## src/verilog/ssm_pkg.sv

```systemverilog
// package: constants for the safing spi monitor
package ssm_pkg;
  localparam int FRAME_BITS = 16;
  localparam logic [3:0] SEQ_RELOAD = 4'hF;
  localparam logic [3:0] SEQ_FROZEN = 4'hE;
  localparam logic [3:0] VALID_CLEAR = 4'h0;
  localparam logic [1:0] RESP_TYPE_DATA = 2'h1;
  // frame layout: [15:14] response type, [13:11] seq id, [9:0] sample
  localparam int RESP_TYPE_MSB = 15;
  localparam int RESP_TYPE_LSB = 14;
  localparam int SEQ_ID_MSB = 13;
  localparam int SEQ_ID_LSB = 11;
  localparam int SAMPLE_MSB = 9;
  localparam int SAMPLE_LSB = 0;
  localparam logic [3:0] SEQ_NARROW_FROM = 4'h3;
  localparam logic signed [9:0] SAMPLE_LO_NARROW = -10'sd480;
  localparam logic signed [9:0] SAMPLE_HI_NARROW = 10'sd480;
  localparam logic [7:0] UNLOCK_XOR = 8'hAD;
  localparam logic [7:0] THR_DEFAULT_0 = 8'h0D;
  localparam logic [7:0] THR_DEFAULT_1 = 8'h95;
  localparam logic [7:0] THR_DEFAULT_2_5 = 8'h08;
  localparam logic [7:0] THR_DEFAULT_6_7 = 8'h04;
  localparam int THR_COUNT = 8;
  localparam int DWELL_SHORT_MS = 255;
  localparam int DWELL_LONG_MS = 2000;
  // safing state machine modes as seen by this block
  typedef enum logic [2:0] {
    SSM_STARTUP = 3'h0,
    SSM_DIAG = 3'h1,
    SSM_SAFING = 3'h3,
    SSM_SCRAP = 3'h2,
    SSM_ARMING = 3'h6
  } ssm_mode_t;
  // command kinds seen on the command port
  typedef enum logic [1:0] {
    SSM_CMD_OTHER = 2'h0,
    SSM_CMD_UNLOCK = 2'h1,
    SSM_CMD_THR_WRITE = 2'h2
  } ssm_cmd_t;
endpackage : ssm_pkg

```

## src/verilog/ssm_thr_mem.sv

```systemverilog
// threshold store: eight bytes, registered read ports, protected writes
`timescale 1ns/100ps
`default_nettype none
module ssm_thr_mem (
  input wire logic sys_clk,
  input wire logic reset,
  input wire logic wr_en,
  input wire logic [2:0] wr_idx,
  input wire logic [7:0] wr_data,
  input wire logic [2:0] rd_idx,
  output logic [7:0] rd_data,
  input wire logic [2:0] cmp_idx,
  output logic [7:0] cmp_data
);
  typedef struct packed {
    logic [7:0][7:0] thr;
    logic [7:0] rd;
    logic [7:0] cmp;
  } ssm_mem_state_t;

  ssm_mem_state_t st_ff;
  ssm_mem_state_t nxt_st;

  // default encoding per slot
  function automatic logic [7:0] thr_default(input int k);
    if (k == 0) begin
      return ssm_pkg::THR_DEFAULT_0;
    end else if (k == 1) begin
      return ssm_pkg::THR_DEFAULT_1;
    end else if (k < 6) begin
      return ssm_pkg::THR_DEFAULT_2_5;
    end
    return ssm_pkg::THR_DEFAULT_6_7;
  endfunction : thr_default

  // one write port; reads come from registers to keep timing clean
  always_comb begin
    nxt_st = st_ff;
    if (wr_en) begin
      nxt_st.thr[wr_idx] = wr_data;
    end
    nxt_st.rd = st_ff.thr[rd_idx];
    nxt_st.cmp = st_ff.thr[cmp_idx];
  end

  // defaults on safing reset
  always_ff @(posedge sys_clk or posedge reset) begin
    if (reset) begin
      for (int k = 0; k < ssm_pkg::THR_COUNT; k++) begin
        st_ff.thr[k] <= thr_default(k);
      end
      st_ff.rd <= 8'h00;
      st_ff.cmp <= 8'h00;
    end else begin
      st_ff <= nxt_st;
    end
  end

  assign rd_data = st_ff.rd;
  assign cmp_data = st_ff.cmp;
endmodule : ssm_thr_mem
`default_nettype wire

```

## src/verilog/ssm_monitor.sv

```systemverilog
// safing spi monitor: frame check, sequence and data validation, thresholds
// Operation
// capture first 16 so bits while selected
// frame valid on release after 16 edges
// overlapping chip selects spoil the frame
// message flag only when counter not frozen
// compare seq id with expected count
// mismatch sets fault, blocks rest of period
// host keeps full sampling order each period
// data ok needs type 01, message, no fault
// sample range depends on sequence count
// data ok only in safing mode
// sync loads 1111, messages advance counter
// sequence counter never passes 1110
// sequence counter not serially accessible
// valid counter clears on sync, freezes
// valid count returned on safety control
// eight thresholds, top bit picks dwell
// threshold k serves sequence 2k, 2k+1
// thresholds load defaults on reset
// threshold writes only in start-up mode
// threshold write needs unlock directly before
// write data must equal unlock xor ad
// eight separate threshold access commands
// comparison operand is zero plus threshold
// responses inspected only in safing mode
// top bit one selects long dwell
// any other command cancels pending unlock
`timescale 1ns/100ps
`default_nettype none
module ssm_monitor (
  input wire logic sys_clk,
  input wire logic reset,
  // snooped spi link, all asynchronous pins
  input wire logic spi_sck,
  input wire logic spi_so,
  input wire logic [3:0] spi_cs_n,
  // sample period sync pin
  input wire logic sat_sync,
  // safing state machine mode
  input wire ssm_pkg::ssm_mode_t ssm_mode,
  // decoded command port from the device's spi slave
  input wire logic cmd_valid,
  input wire ssm_pkg::ssm_cmd_t cmd_kind,
  input wire logic [2:0] cmd_thr_idx,
  input wire logic [7:0] cmd_data,
  output logic thr_write_done,
  output logic thr_write_rejected,
  // threshold read back through the access commands
  input wire logic [2:0] thr_rd_idx,
  output logic [7:0] thr_rd_data,
  // status toward the safety control command
  output logic seq_fault_flag,
  output logic [3:0] valid_count,
  // pulses and operands toward the comparison logic
  output logic sensor_message_ok,
  output logic sequence_mismatch,
  output logic sample_data_ok,
  output logic sample_data_ok_sig,
  output logic [3:0] cmp_seq,
  output logic [9:0] cmp_sample,
  output logic [8:0] cmp_threshold,
  output logic cmp_dwell_long,
  output logic cmp_enable
);
  typedef struct packed {
    logic [2:0] sck_s;
    logic [2:0] sync_s;
    logic [3:0][2:0] cs_s;
    logic so_s1;
    logic so_s2;
    logic so_s3;
    logic sck_q;
    logic sync_q;
    logic [3:0] cs_q;
    logic in_frame;
    logic multi_cs;
    logic [4:0] edge_cnt;
    logic [15:0] shift;
    logic [3:0] seq_cnt;
    logic [3:0] valid_cnt;
    logic fault;
    logic msg;
    logic mism;
    logic dok;
    logic [15:0] frame;
    logic unlocked;
    logic [7:0] unlock_data;
    logic wr_done;
    logic wr_rej;
    logic cmp_en;
  } ssm_mon_state_t;

  ssm_mon_state_t st_ff;
  ssm_mon_state_t nxt_st;
  logic thr_wr_en;
  logic [7:0] thr_cmp;

  // two-stage agreement: the last two of the three stages must match before a change counts
  function automatic logic settled(input logic [2:0] s, input logic prev);
    return (s[1] == s[2]) ? s[2] : prev;
  endfunction : settled

  // signed range check on the sample, narrow window once count passes 2
  function automatic logic sample_in_range(input logic [9:0] v, input logic [3:0] seq);
    logic signed [9:0] sv;
    sv = $signed(v);
    if (seq >= ssm_pkg::SEQ_NARROW_FROM) begin
      return (sv >= ssm_pkg::SAMPLE_LO_NARROW) && (sv <= ssm_pkg::SAMPLE_HI_NARROW);
    end
    return 1'b1; // full 10-bit span is -512..+511 R9
  endfunction : sample_in_range

  logic sck_now;
  logic sync_now;
  logic [3:0] cs_act;
  logic any_cs;
  logic sck_rise;
  logic sync_rise;
  logic frame_end;
  logic frame_good;
  logic [15:0] cap;
  logic [3:0] seq_next;
  logic cnt_not_frozen;
  logic id_match;
  logic mism_now;
  logic dok_now;
  logic unlock_ok;
  logic [2:0] one_hot_cnt;
  logic [3:0] cs_lvl;
  logic msg_take;

  // pin conditioning and edge detection
  always_comb begin
    sck_now = settled(st_ff.sck_s, st_ff.sck_q);
    sync_now = settled(st_ff.sync_s, st_ff.sync_q);
    for (int i = 0; i < 4; i++) begin
      // hold the last agreed level so a half-synced select cannot end a frame
      cs_lvl[i] = settled(st_ff.cs_s[i], st_ff.cs_q[i]);
      cs_act[i] = ~cs_lvl[i];
    end
    one_hot_cnt = 3'(cs_act[0]) + 3'(cs_act[1]) + 3'(cs_act[2]) + 3'(cs_act[3]);
    any_cs = |cs_act;
    sck_rise = sck_now & ~st_ff.sck_q;
    sync_rise = sync_now & ~st_ff.sync_q;
  end

  // frame qualification and response decode
  always_comb begin
    frame_end = st_ff.in_frame & ~any_cs;
    frame_good = frame_end & (st_ff.edge_cnt >= 5'(ssm_pkg::FRAME_BITS)) & ~st_ff.multi_cs;
    cap = st_ff.shift;
    cnt_not_frozen = (st_ff.seq_cnt != ssm_pkg::SEQ_FROZEN);
    seq_next = st_ff.seq_cnt + 4'h1;
    // counter shown to the comparison is the one this message takes
    id_match = (cap[ssm_pkg::SEQ_ID_MSB:ssm_pkg::SEQ_ID_LSB] == seq_next[2:0]);
    mism_now = 1'b0;
    dok_now = 1'b0;
    msg_take = frame_good && cnt_not_frozen && ssm_mode == ssm_pkg::SSM_SAFING;
    if (msg_take) begin
      mism_now = ~id_match;
      dok_now = (cap[ssm_pkg::RESP_TYPE_MSB:ssm_pkg::RESP_TYPE_LSB] == ssm_pkg::RESP_TYPE_DATA)
        && !(st_ff.fault || mism_now)
        && sample_in_range(cap[ssm_pkg::SAMPLE_MSB:ssm_pkg::SAMPLE_LSB], seq_next);
    end
  end

  // unlock check on a threshold write
  always_comb begin
    unlock_ok = st_ff.unlocked && (cmd_data == (st_ff.unlock_data ^ ssm_pkg::UNLOCK_XOR));
    thr_wr_en = cmd_valid && cmd_kind == ssm_pkg::SSM_CMD_THR_WRITE && unlock_ok
      && ssm_mode == ssm_pkg::SSM_STARTUP;
  end

  // next state
  always_comb begin
    nxt_st = st_ff;
    nxt_st.sck_s = {st_ff.sck_s[1:0], spi_sck};
    nxt_st.sync_s = {st_ff.sync_s[1:0], sat_sync};
    for (int i = 0; i < 4; i++) begin
      nxt_st.cs_s[i] = {st_ff.cs_s[i][1:0], spi_cs_n[i]};
    end
    nxt_st.so_s1 = spi_so;
    nxt_st.so_s2 = st_ff.so_s1;
    nxt_st.so_s3 = st_ff.so_s2;
    nxt_st.sck_q = sck_now;
    nxt_st.sync_q = sync_now;
    nxt_st.cs_q = cs_lvl;
    nxt_st.msg = 1'b0;
    nxt_st.mism = 1'b0;
    nxt_st.dok = 1'b0;
    nxt_st.cmp_en = 1'b0;
    nxt_st.wr_done = 1'b0;
    nxt_st.wr_rej = 1'b0;
    // frame tracking; so sampled on the same delay as sck
    if (any_cs) begin
      nxt_st.in_frame = 1'b1;
      if (!st_ff.in_frame) begin
        nxt_st.edge_cnt = 5'h00;
        nxt_st.multi_cs = 1'b0;
      end
      if (one_hot_cnt > 3'h1) begin
        nxt_st.multi_cs = 1'b1;
      end
      if (sck_rise && st_ff.in_frame) begin
        if (st_ff.edge_cnt < 5'(ssm_pkg::FRAME_BITS)) begin
          nxt_st.shift = {st_ff.shift[14:0], st_ff.so_s3};
          nxt_st.edge_cnt = st_ff.edge_cnt + 5'h01;
        end
      end
    end else begin
      nxt_st.in_frame = 1'b0;
    end
    // qualified message: counters, fault and pulses
    if (msg_take) begin
      nxt_st.msg = 1'b1;
      nxt_st.seq_cnt = seq_next;
      nxt_st.mism = mism_now;
      nxt_st.frame = cap;
      if (mism_now) begin
        nxt_st.fault = 1'b1;
      end
      if (dok_now) begin
        nxt_st.dok = 1'b1;
        nxt_st.valid_cnt = st_ff.valid_cnt + 4'h1;
      end
      nxt_st.cmp_en = dok_now;
    end
    // sync edge restarts the period; a mismatch on that very edge is kept, the safe side
    if (sync_rise) begin
      nxt_st.seq_cnt = ssm_pkg::SEQ_RELOAD;
      nxt_st.valid_cnt = ssm_pkg::VALID_CLEAR;
      nxt_st.fault = msg_take && mism_now;
      nxt_st.cmp_en = 1'b0;
    end
    // any command clears a pending unlock unless it is a fresh unlock
    if (cmd_valid) begin
      nxt_st.unlocked = (cmd_kind == ssm_pkg::SSM_CMD_UNLOCK);
      if (cmd_kind == ssm_pkg::SSM_CMD_UNLOCK) begin
        nxt_st.unlock_data = cmd_data;
      end
      nxt_st.wr_done = thr_wr_en;
      nxt_st.wr_rej = (cmd_kind == ssm_pkg::SSM_CMD_THR_WRITE) && !thr_wr_en;
    end
  end

  // register the whole state; chip selects idle high under reset, other pins low
  always_ff @(posedge sys_clk or posedge reset) begin
    if (reset) begin
      st_ff <= '0;
      st_ff.sck_s <= 3'h0;
      st_ff.cs_s <= '1;
      st_ff.cs_q <= '1;
      st_ff.seq_cnt <= ssm_pkg::SEQ_RELOAD;
      st_ff.valid_cnt <= ssm_pkg::VALID_CLEAR;
    end else begin
      st_ff <= nxt_st;
    end
  end

  // threshold store; index is the message's sequence number halved
  ssm_thr_mem u_thr (
    .sys_clk(sys_clk),
    .reset(reset),
    .wr_en(thr_wr_en),
    .wr_idx(cmd_thr_idx),
    .wr_data(cmd_data),
    .rd_idx(thr_rd_idx),
    .rd_data(thr_rd_data),
    .cmp_idx(seq_next[3:1]),
    .cmp_data(thr_cmp)
  );

  // outputs; seq counter itself has no write path and is not exposed serially R13
  assign sensor_message_ok = st_ff.msg;
  assign sequence_mismatch = st_ff.mism;
  assign sample_data_ok = st_ff.dok;
  assign sample_data_ok_sig = st_ff.dok;
  assign seq_fault_flag = st_ff.fault;
  assign valid_count = st_ff.valid_cnt;
  assign cmp_seq = st_ff.seq_cnt;
  assign cmp_sample = st_ff.frame[ssm_pkg::SAMPLE_MSB:ssm_pkg::SAMPLE_LSB];
  assign cmp_threshold = {1'b0, thr_cmp};
  assign cmp_dwell_long = thr_cmp[7];
  assign cmp_enable = st_ff.cmp_en;
  assign thr_write_done = st_ff.wr_done;
  assign thr_write_rejected = st_ff.wr_rej;
endmodule : ssm_monitor
`default_nettype wire

```

## config.mk

```make
export PLATFORM = sky130hd
export DESIGN_NAME = ssm_monitor
export DESIGN_NICKNAME = d
export VERILOG_FILES = /design/src/verilog/ssm_pkg.sv /design/src/verilog/ssm_thr_mem.sv /design/src/verilog/ssm_monitor.sv
export SDC_FILE = /design/constraint.sdc
export NUM_CORES = 1
export LEC_CHECK = 0
export BUFFER_PORTS_ARGS = -buffer_cell sky130_fd_sc_hd__buf_4
export CAP_MARGIN = 25
export CORE_MARGIN = 4
export CORE_UTILIZATION = 30
export DETAILED_ROUTE_END_ITERATION = 12
export PLACE_DENSITY = 0.46
export SYNTH_ARGS = -nofsm -noshare
export SYNTH_HDL_FRONTEND = slang
export SYNTH_SLANG_ARGS = --single-unit
```

## constraint.sdc

```tcl
create_clock -name sys_clk -period 10.19 [get_ports sys_clk]
set_clock_uncertainty 0.05 [all_clocks]
set_input_delay 0.5095 -clock sys_clk [delete_from_list [all_inputs] [get_ports sys_clk]]
set_output_delay 0.5095 -clock sys_clk [all_outputs]
set_load 0.02 [all_outputs]
```

Word-level counts from Yosys, hierarchy flattened
Index checks and enable logic that the tools add are counted.
{"block": "op_classes", "n_addsub": 6, "order_cmp": 10, "n_eq_ne": 14, "n_mux": 33, "bitwise_logic": 15, "n_reduce_logical": 26}
{"cell": "$bwmux 64", "count": 1}
{"cell": "$bmux 8 s3", "count": 2}
{"cell": "$mux 21", "count": 2}
{"cell": "$mux 28", "count": 1}
{"cell": "$demux 8 s3", "count": 1}
{"cell": "$mux 8", "count": 3}
{"cell": "$mux 1", "count": 19}
{"cell": "$logic_and 1x1->1", "count": 13}
{"cell": "$lt 3x4->1 const B", "count": 3}
{"cell": "$ge 10x10->1 const B", "count": 1}
{"cell": "$le 10x10->1 const B", "count": 1}
{"cell": "$mux 9", "count": 1}
{"cell": "$not 1->1", "count": 9}
{"cell": "$add 4x1->4 const B", "count": 2}
{"cell": "$eq 8x8->1", "count": 1}
{"cell": "$reduce_and 2->1", "count": 4}
{"cell": "$eq 1x1->1", "count": 6}
{"cell": "$mux 6", "count": 1}
{"cell": "$reduce_bool 2->1", "count": 3}
{"cell": "$add 5x1->5 const B", "count": 1}
{"cell": "$and 1x1->1", "count": 5}
{"cell": "$ge 5x5->1 const B", "count": 1}
{"cell": "$lt 5x5->1 const B", "count": 1}
{"cell": "$not 5->5", "count": 1}
{"cell": "19 further kinds", "count": 21}
{"block": "word_totals", "register_bits": 170, "inputBits": 29, "out_inout_bits": 44}

Logic depth before layout (Yosys ltp)
{"block": "depth", "word_depth": 18, "ltp_mapped": 9}

Hierarchy
From an unflattened synthesis, not the netlist that was laid out.
{"block": "hier_totals", "hier_cells": 497, "area_unflattened_um2": 7616.1}
{"module": "ssm_thr_mem", "instances": 1, "cells_per_inst": 234, "area_each_um2": 4081.4, "seq_area_each_um2": 2018.2}
{"module": "ssm_monitor", "instances": 1, "cells_per_inst": 263, "area_each_um2": 3534.6, "seq_area_each_um2": 2127.0}

Least setup slack after synthesis
No wires, ideal clock.
{"block": "synth_path", "path_kind": "reg-to-reg", "start": "register st_ff (netlist bit cmp_seq[0])", "end": "register st_ff (netlist bit valid_count[3])", "setup_ns": 0.077, "arrival_ns": 2.593, "slack_ns": 7.470, "stages_incl_launch_ff": 8, "n_path_buf": 1, "synth_period_minus_slack_ns": 2.720, "cell_sequence": "dfstp_2 ha_1 xor2_2 xor2_1 or4_1 buf_2 or4_1 a21oi_1"}
{"block": "synth_via", "elab_chain_len": 10, "elab_cells_between_ends": 19, "classes_between": "1 x add/sub; 1 x order compare; 2 x eq/ne; 5 x mux; 1 x bitwise; 9 x reduce/logical"}
{"element": "start, declared", "line": "ssm_monitor.sv:94", "rtl": "ssm_mon_state_t st_ff;"}
{"element": "start signal, assigned", "line": "ssm_monitor.sv:257", "rtl": "st_ff <= nxt_st;"}
{"element": "$add 4x1->4", "line": "ssm_monitor.sv:154", "rtl": "seq_next = st_ff.seq_cnt + 4'h1;"}
{"element": "$ge 4x2->1 or $eq 3x3->1 (tied branches)", "line": "ssm_monitor.sv:108, ssm_monitor.sv:156"}
{"element": "$mux 1 or $not 1->1 (tied branches)", "line": "ssm_monitor.sv:108, ssm_monitor.sv:161"}
{"element": "$mux 1 or $logic_or 1x1->1 (tied branches)", "line": "ssm_monitor.sv:160, ssm_monitor.sv:163"}
{"element": "$mux 1 or $logic_not 1->1 (tied branches)", "line": "ssm_monitor.sv:111, ssm_monitor.sv:163"}
{"element": "$mux 1 or $logic_and 1x1->1 (tied branches)", "line": "ssm_monitor.sv:160, ssm_monitor.sv:163"}
{"element": "$logic_and 1x1->1", "line": "ssm_monitor.sv:164", "rtl": "&& sample_in_range(cap[ssm_pkg::SAMPLE_MSB:ssm_pkg::SAMPLE_LSB], seq_next);"}
{"element": "$mux 1", "line": "ssm_monitor.sv:160", "rtl": "if (msg_take) begin"}
{"element": "$reduce_bool 2->1 (no line)"}
{"element": "$reduce_and 2->1 (no line) (*)"}
Every way passes the cells marked *; elsewhere a longest branch is shown, timed or not. The select of a mux whose other input is x is not followed.
A chain may end at the register's enable or synchronous reset.

Worst setup path after layout
Same ends and word-level chain as after synthesis.

==> flow_metrics.tcl <==
set metrics [dict create \
    synth.area.top_cells "dfrtp_1 (44%), mux2_2 (16%), dfstp_2 (12%)" \
    routedWlPerCell_um 17.7 \
    num_rows 57 \
    synth.largest_area_cell "dfrtp_1" \
    dieArea_mm2 0.0275 \
    synth_async_sr_flop_share_pct 100 \
    synth.yosys.seq_area_share_pct 55.5 \
    cts_resized 0 \
    finalCritPeriodShare_pct 32.2 \
    crit_chain "inv_1 > ha_1 > xor2_1 > nand3_1 > or4_1 > or4_1 > a21oi_1" \
    final_cell_area_mm2 0.00870 \
    clk_latency_ps 420 \
    synth_top_area_share_pct 43.9 \
    fmax_mhz 305 \
    slew_violations 0 \
    synth.most_common_cell "dfrtp_1" \
    hold_class "in2reg" \
    die_h_um 166 \
    numPlacedInstances 860 \
    netlist_area_mm2 0.00747 \
    antenna_found_initial 0 \
    path_class "reg2reg" \
    worstPathRequired_ps 10480 \
    synth_edf_count 0 \
    io-pin-count 73 \
    cts.sinks 164 \
    ir_drop_mv 0.0781 \
    syn_nets 562 \
    yosys_warnings 0 \
    pwr_density_cell_mw_per_mm2 171 \
    end_kind "register" \
    cp_slowest_cell "ha_1" \
    cts_buffer_depth 2 \
    cts_setup_buffers 0 \
    max_stage_delay_ps 910 \
    stdcell_count 894 \
    finalCriticalPeriod_ps 3280 \
    tns_ps 0 \
    wirelength_um 15900 \
    gp_congestion 0.730 \
    p_leak_nw 4.01 \
    critPathTopFamily "simple AND/OR/NAND/NOR gates" \
    synth_ff_type "dfrtp_1" \
    viasPerCell 4.72 \
    final_hold_viol_count 0 \
    grt_pass1_vias 4519 \
    grt_first_pass_wirelength_um 25800 \
    via_count 4222 \
    rsz0062_at_grt "false" \
    drt-pass1-iter-count 4 \
    h-tree-depth 4 \
    area_growth_pct 16.4 \
    cpMostUsedCell "or4_1" \
    drc 0 \
    totalPowerFinal_mw 1.49 \
    outcome "complete, no violations" \
    dpl.hpwl_um 10600 \
    start_util_pct 30.6 \
    worst_slew_pin_slew_ps 944 \
    path_buf_inv 1 \
    synthDistinctLibCells 52 \
    yosys-top-cells-count "dfrtp_1 (131), mux2_2 (105), nand2_1 (48)" \
    synthCells 526 \
    diodes 0 \
    cap_violations 0 \
    utilization_pct 35.7 \
    syn_area_per_cell_um2 14.2 \
    fin_nets 593 \
    ys_ff_latch 164 \
    track_usage_pct 11.9 \
    cts_made_buffers 17 \
    fillers 2385 \
    root_buffer "clkbuf_16" \
    io_buffers 71 \
    path_clk_slew_ps 60 \
    arrival_ps 3570 \
    core-area_mm2 0.0244 \
    postRouteAntennaNets 0 \
    drive_above_1_share_pct 49.3 \
    die_x_um 166 \
    start_kind "register" \
    setup_viol 0 \
    drtIter0Drc 242 \
    grt_max_degree 108 \
    place_area_mm2 0.00804 \
    grt-ovfl-total 0 \
    tritoncts "built" \
    crit_fanout 18 \
    max_slew_margin_pct 37.1 \
]
## metal layers
metal,up-vias,GRT usage (%),part of all wire [%]
li1,1912,-,-
met1,2186,15.1,43
met2,112,20.3,51
met3,12,2.98,4.9
met4,0,3.55,1.2
met5,-,0,0
## area by class of cell
class	instances	area, um^2	share of cell area [%]
Clock buffer	24	472	5.42
Inverter	8	37.5	0.431
Multi-Input combinational cell	290	2900	33.3
Timing Repair Buffer	76	593	6.82
Clock inverter	8	149	1.71
Sequential cell	164	4150	47.6
Tap cell	324	405	4.66
## worst reg2reg max path: stages (launching register included)
cell,delay [ps]
dfstp_2,600
inv_1,80
ha_1,910
xor2_1,250
nand3_1,90
or4_1,540
or4_1,520
a21oi_1,160
## repair_timing
item,CTS,global route
hold endpoints to repair,0,8
endpoints found under the setup margin,0,0
hold buffers,0,1
## logic make-up after synthesis
group / Yosys count / synth area share [%]
buffers and inverters: 72 / 5.73
other: 1 / 0.0502
and+or+nand+nor: 99 / 6.90
adders and majority gates: 13 / 2.13
muxes: 138 / 25.6
AOI/OAI and AO/OA: 22 / 2.03
xor gates and xnor gates: 17 / 2.09
DFF: 164 / 55.5
## path summary, 6_finish.rpt
path,from,endpoint,slack [ps],cells past startpoint
worst min register to register,nxt_st[88],nxt_st[89],300,0
worst min-delay path,sat_sync,nxt_st[85],140,1
max in group asynchronous,reset,cap[13],8130,5
min in group asynchronous,reset,thr_write_rejected,490,3
worst max register to register,cmp_seq[0],valid_count[3],6910,7
worst max-delay path,cmp_seq[0],valid_count[3],6910,7
## metrics by stage
step / worst slack [ps] / hold WS (ps)
2_1_floorplan: 5250 / 281
3_3_place_gp: 6980 / 283
3_5_place_dp: 6890 / 288
4_1_cts: 6870 / 119
5_1_grt: 6710 / 121
6_report: 6910 / 141
## report_power, final
group          leakage (nW)  internal, mW  switching, mW  total [mW]
Sequential             2.11         0.690         0.0286       0.719
Clock                 0.295         0.424          0.250       0.673
Combinational          1.61        0.0476         0.0483      0.0958
## layout by cell type (no fill, tap or decap), types with 3 or more instances in the layout
| master | Yosys | final |
|---|---|---|
| dfrtp_1 | 131 | 131 |
| mux2_2 | 105 | 105 |
| buf_4 | 36 | 74 |
| nand2_1 | 48 | 48 |
| dfstp_2 | 33 | 33 |
| mux4_2 | 32 | 32 |
| clkbuf_16 | 0 | 17 |
| xor2_1 | 12 | 12 |
| nor2_1 | 9 | 9 |
| nand3_1 | 7 | 7 |
| inv_1 | 7 | 6 |
| o21ai_0 | 6 | 6 |
| ha_1 | 6 | 6 |
| nand3b_1 | 5 | 5 |
| maj3_1 | 5 | 5 |
| clkbuf_1 | 14 | 5 |
| xnor2_1 | 4 | 4 |
| or4_1 | 4 | 4 |
| a21oi_1 | 4 | 4 |
| bufinv_16 | 0 | 4 |
| nand4_1 | 3 | 3 |
| and4b_1 | 3 | 3 |
| nor3_1 | 3 | 3 |
## sequential cells by signal, indices dropped and copies added, names as in the netlist
register	count
u_thr.st_ff	64
st_ff	29
cap	16
nxt_st	14
cmp_sample	10
u_thr.cmp_data	8
u_thr.rd_data	8
cmp_seq	4
valid_count	4
cmp_enable	1
sample_data_ok	1
sensor_message_ok	1
seq_fault_flag	1
sequence_mismatch	1
thr_write_done	1
thr_write_rejected	1
Power figures use the tool's default switching activity.
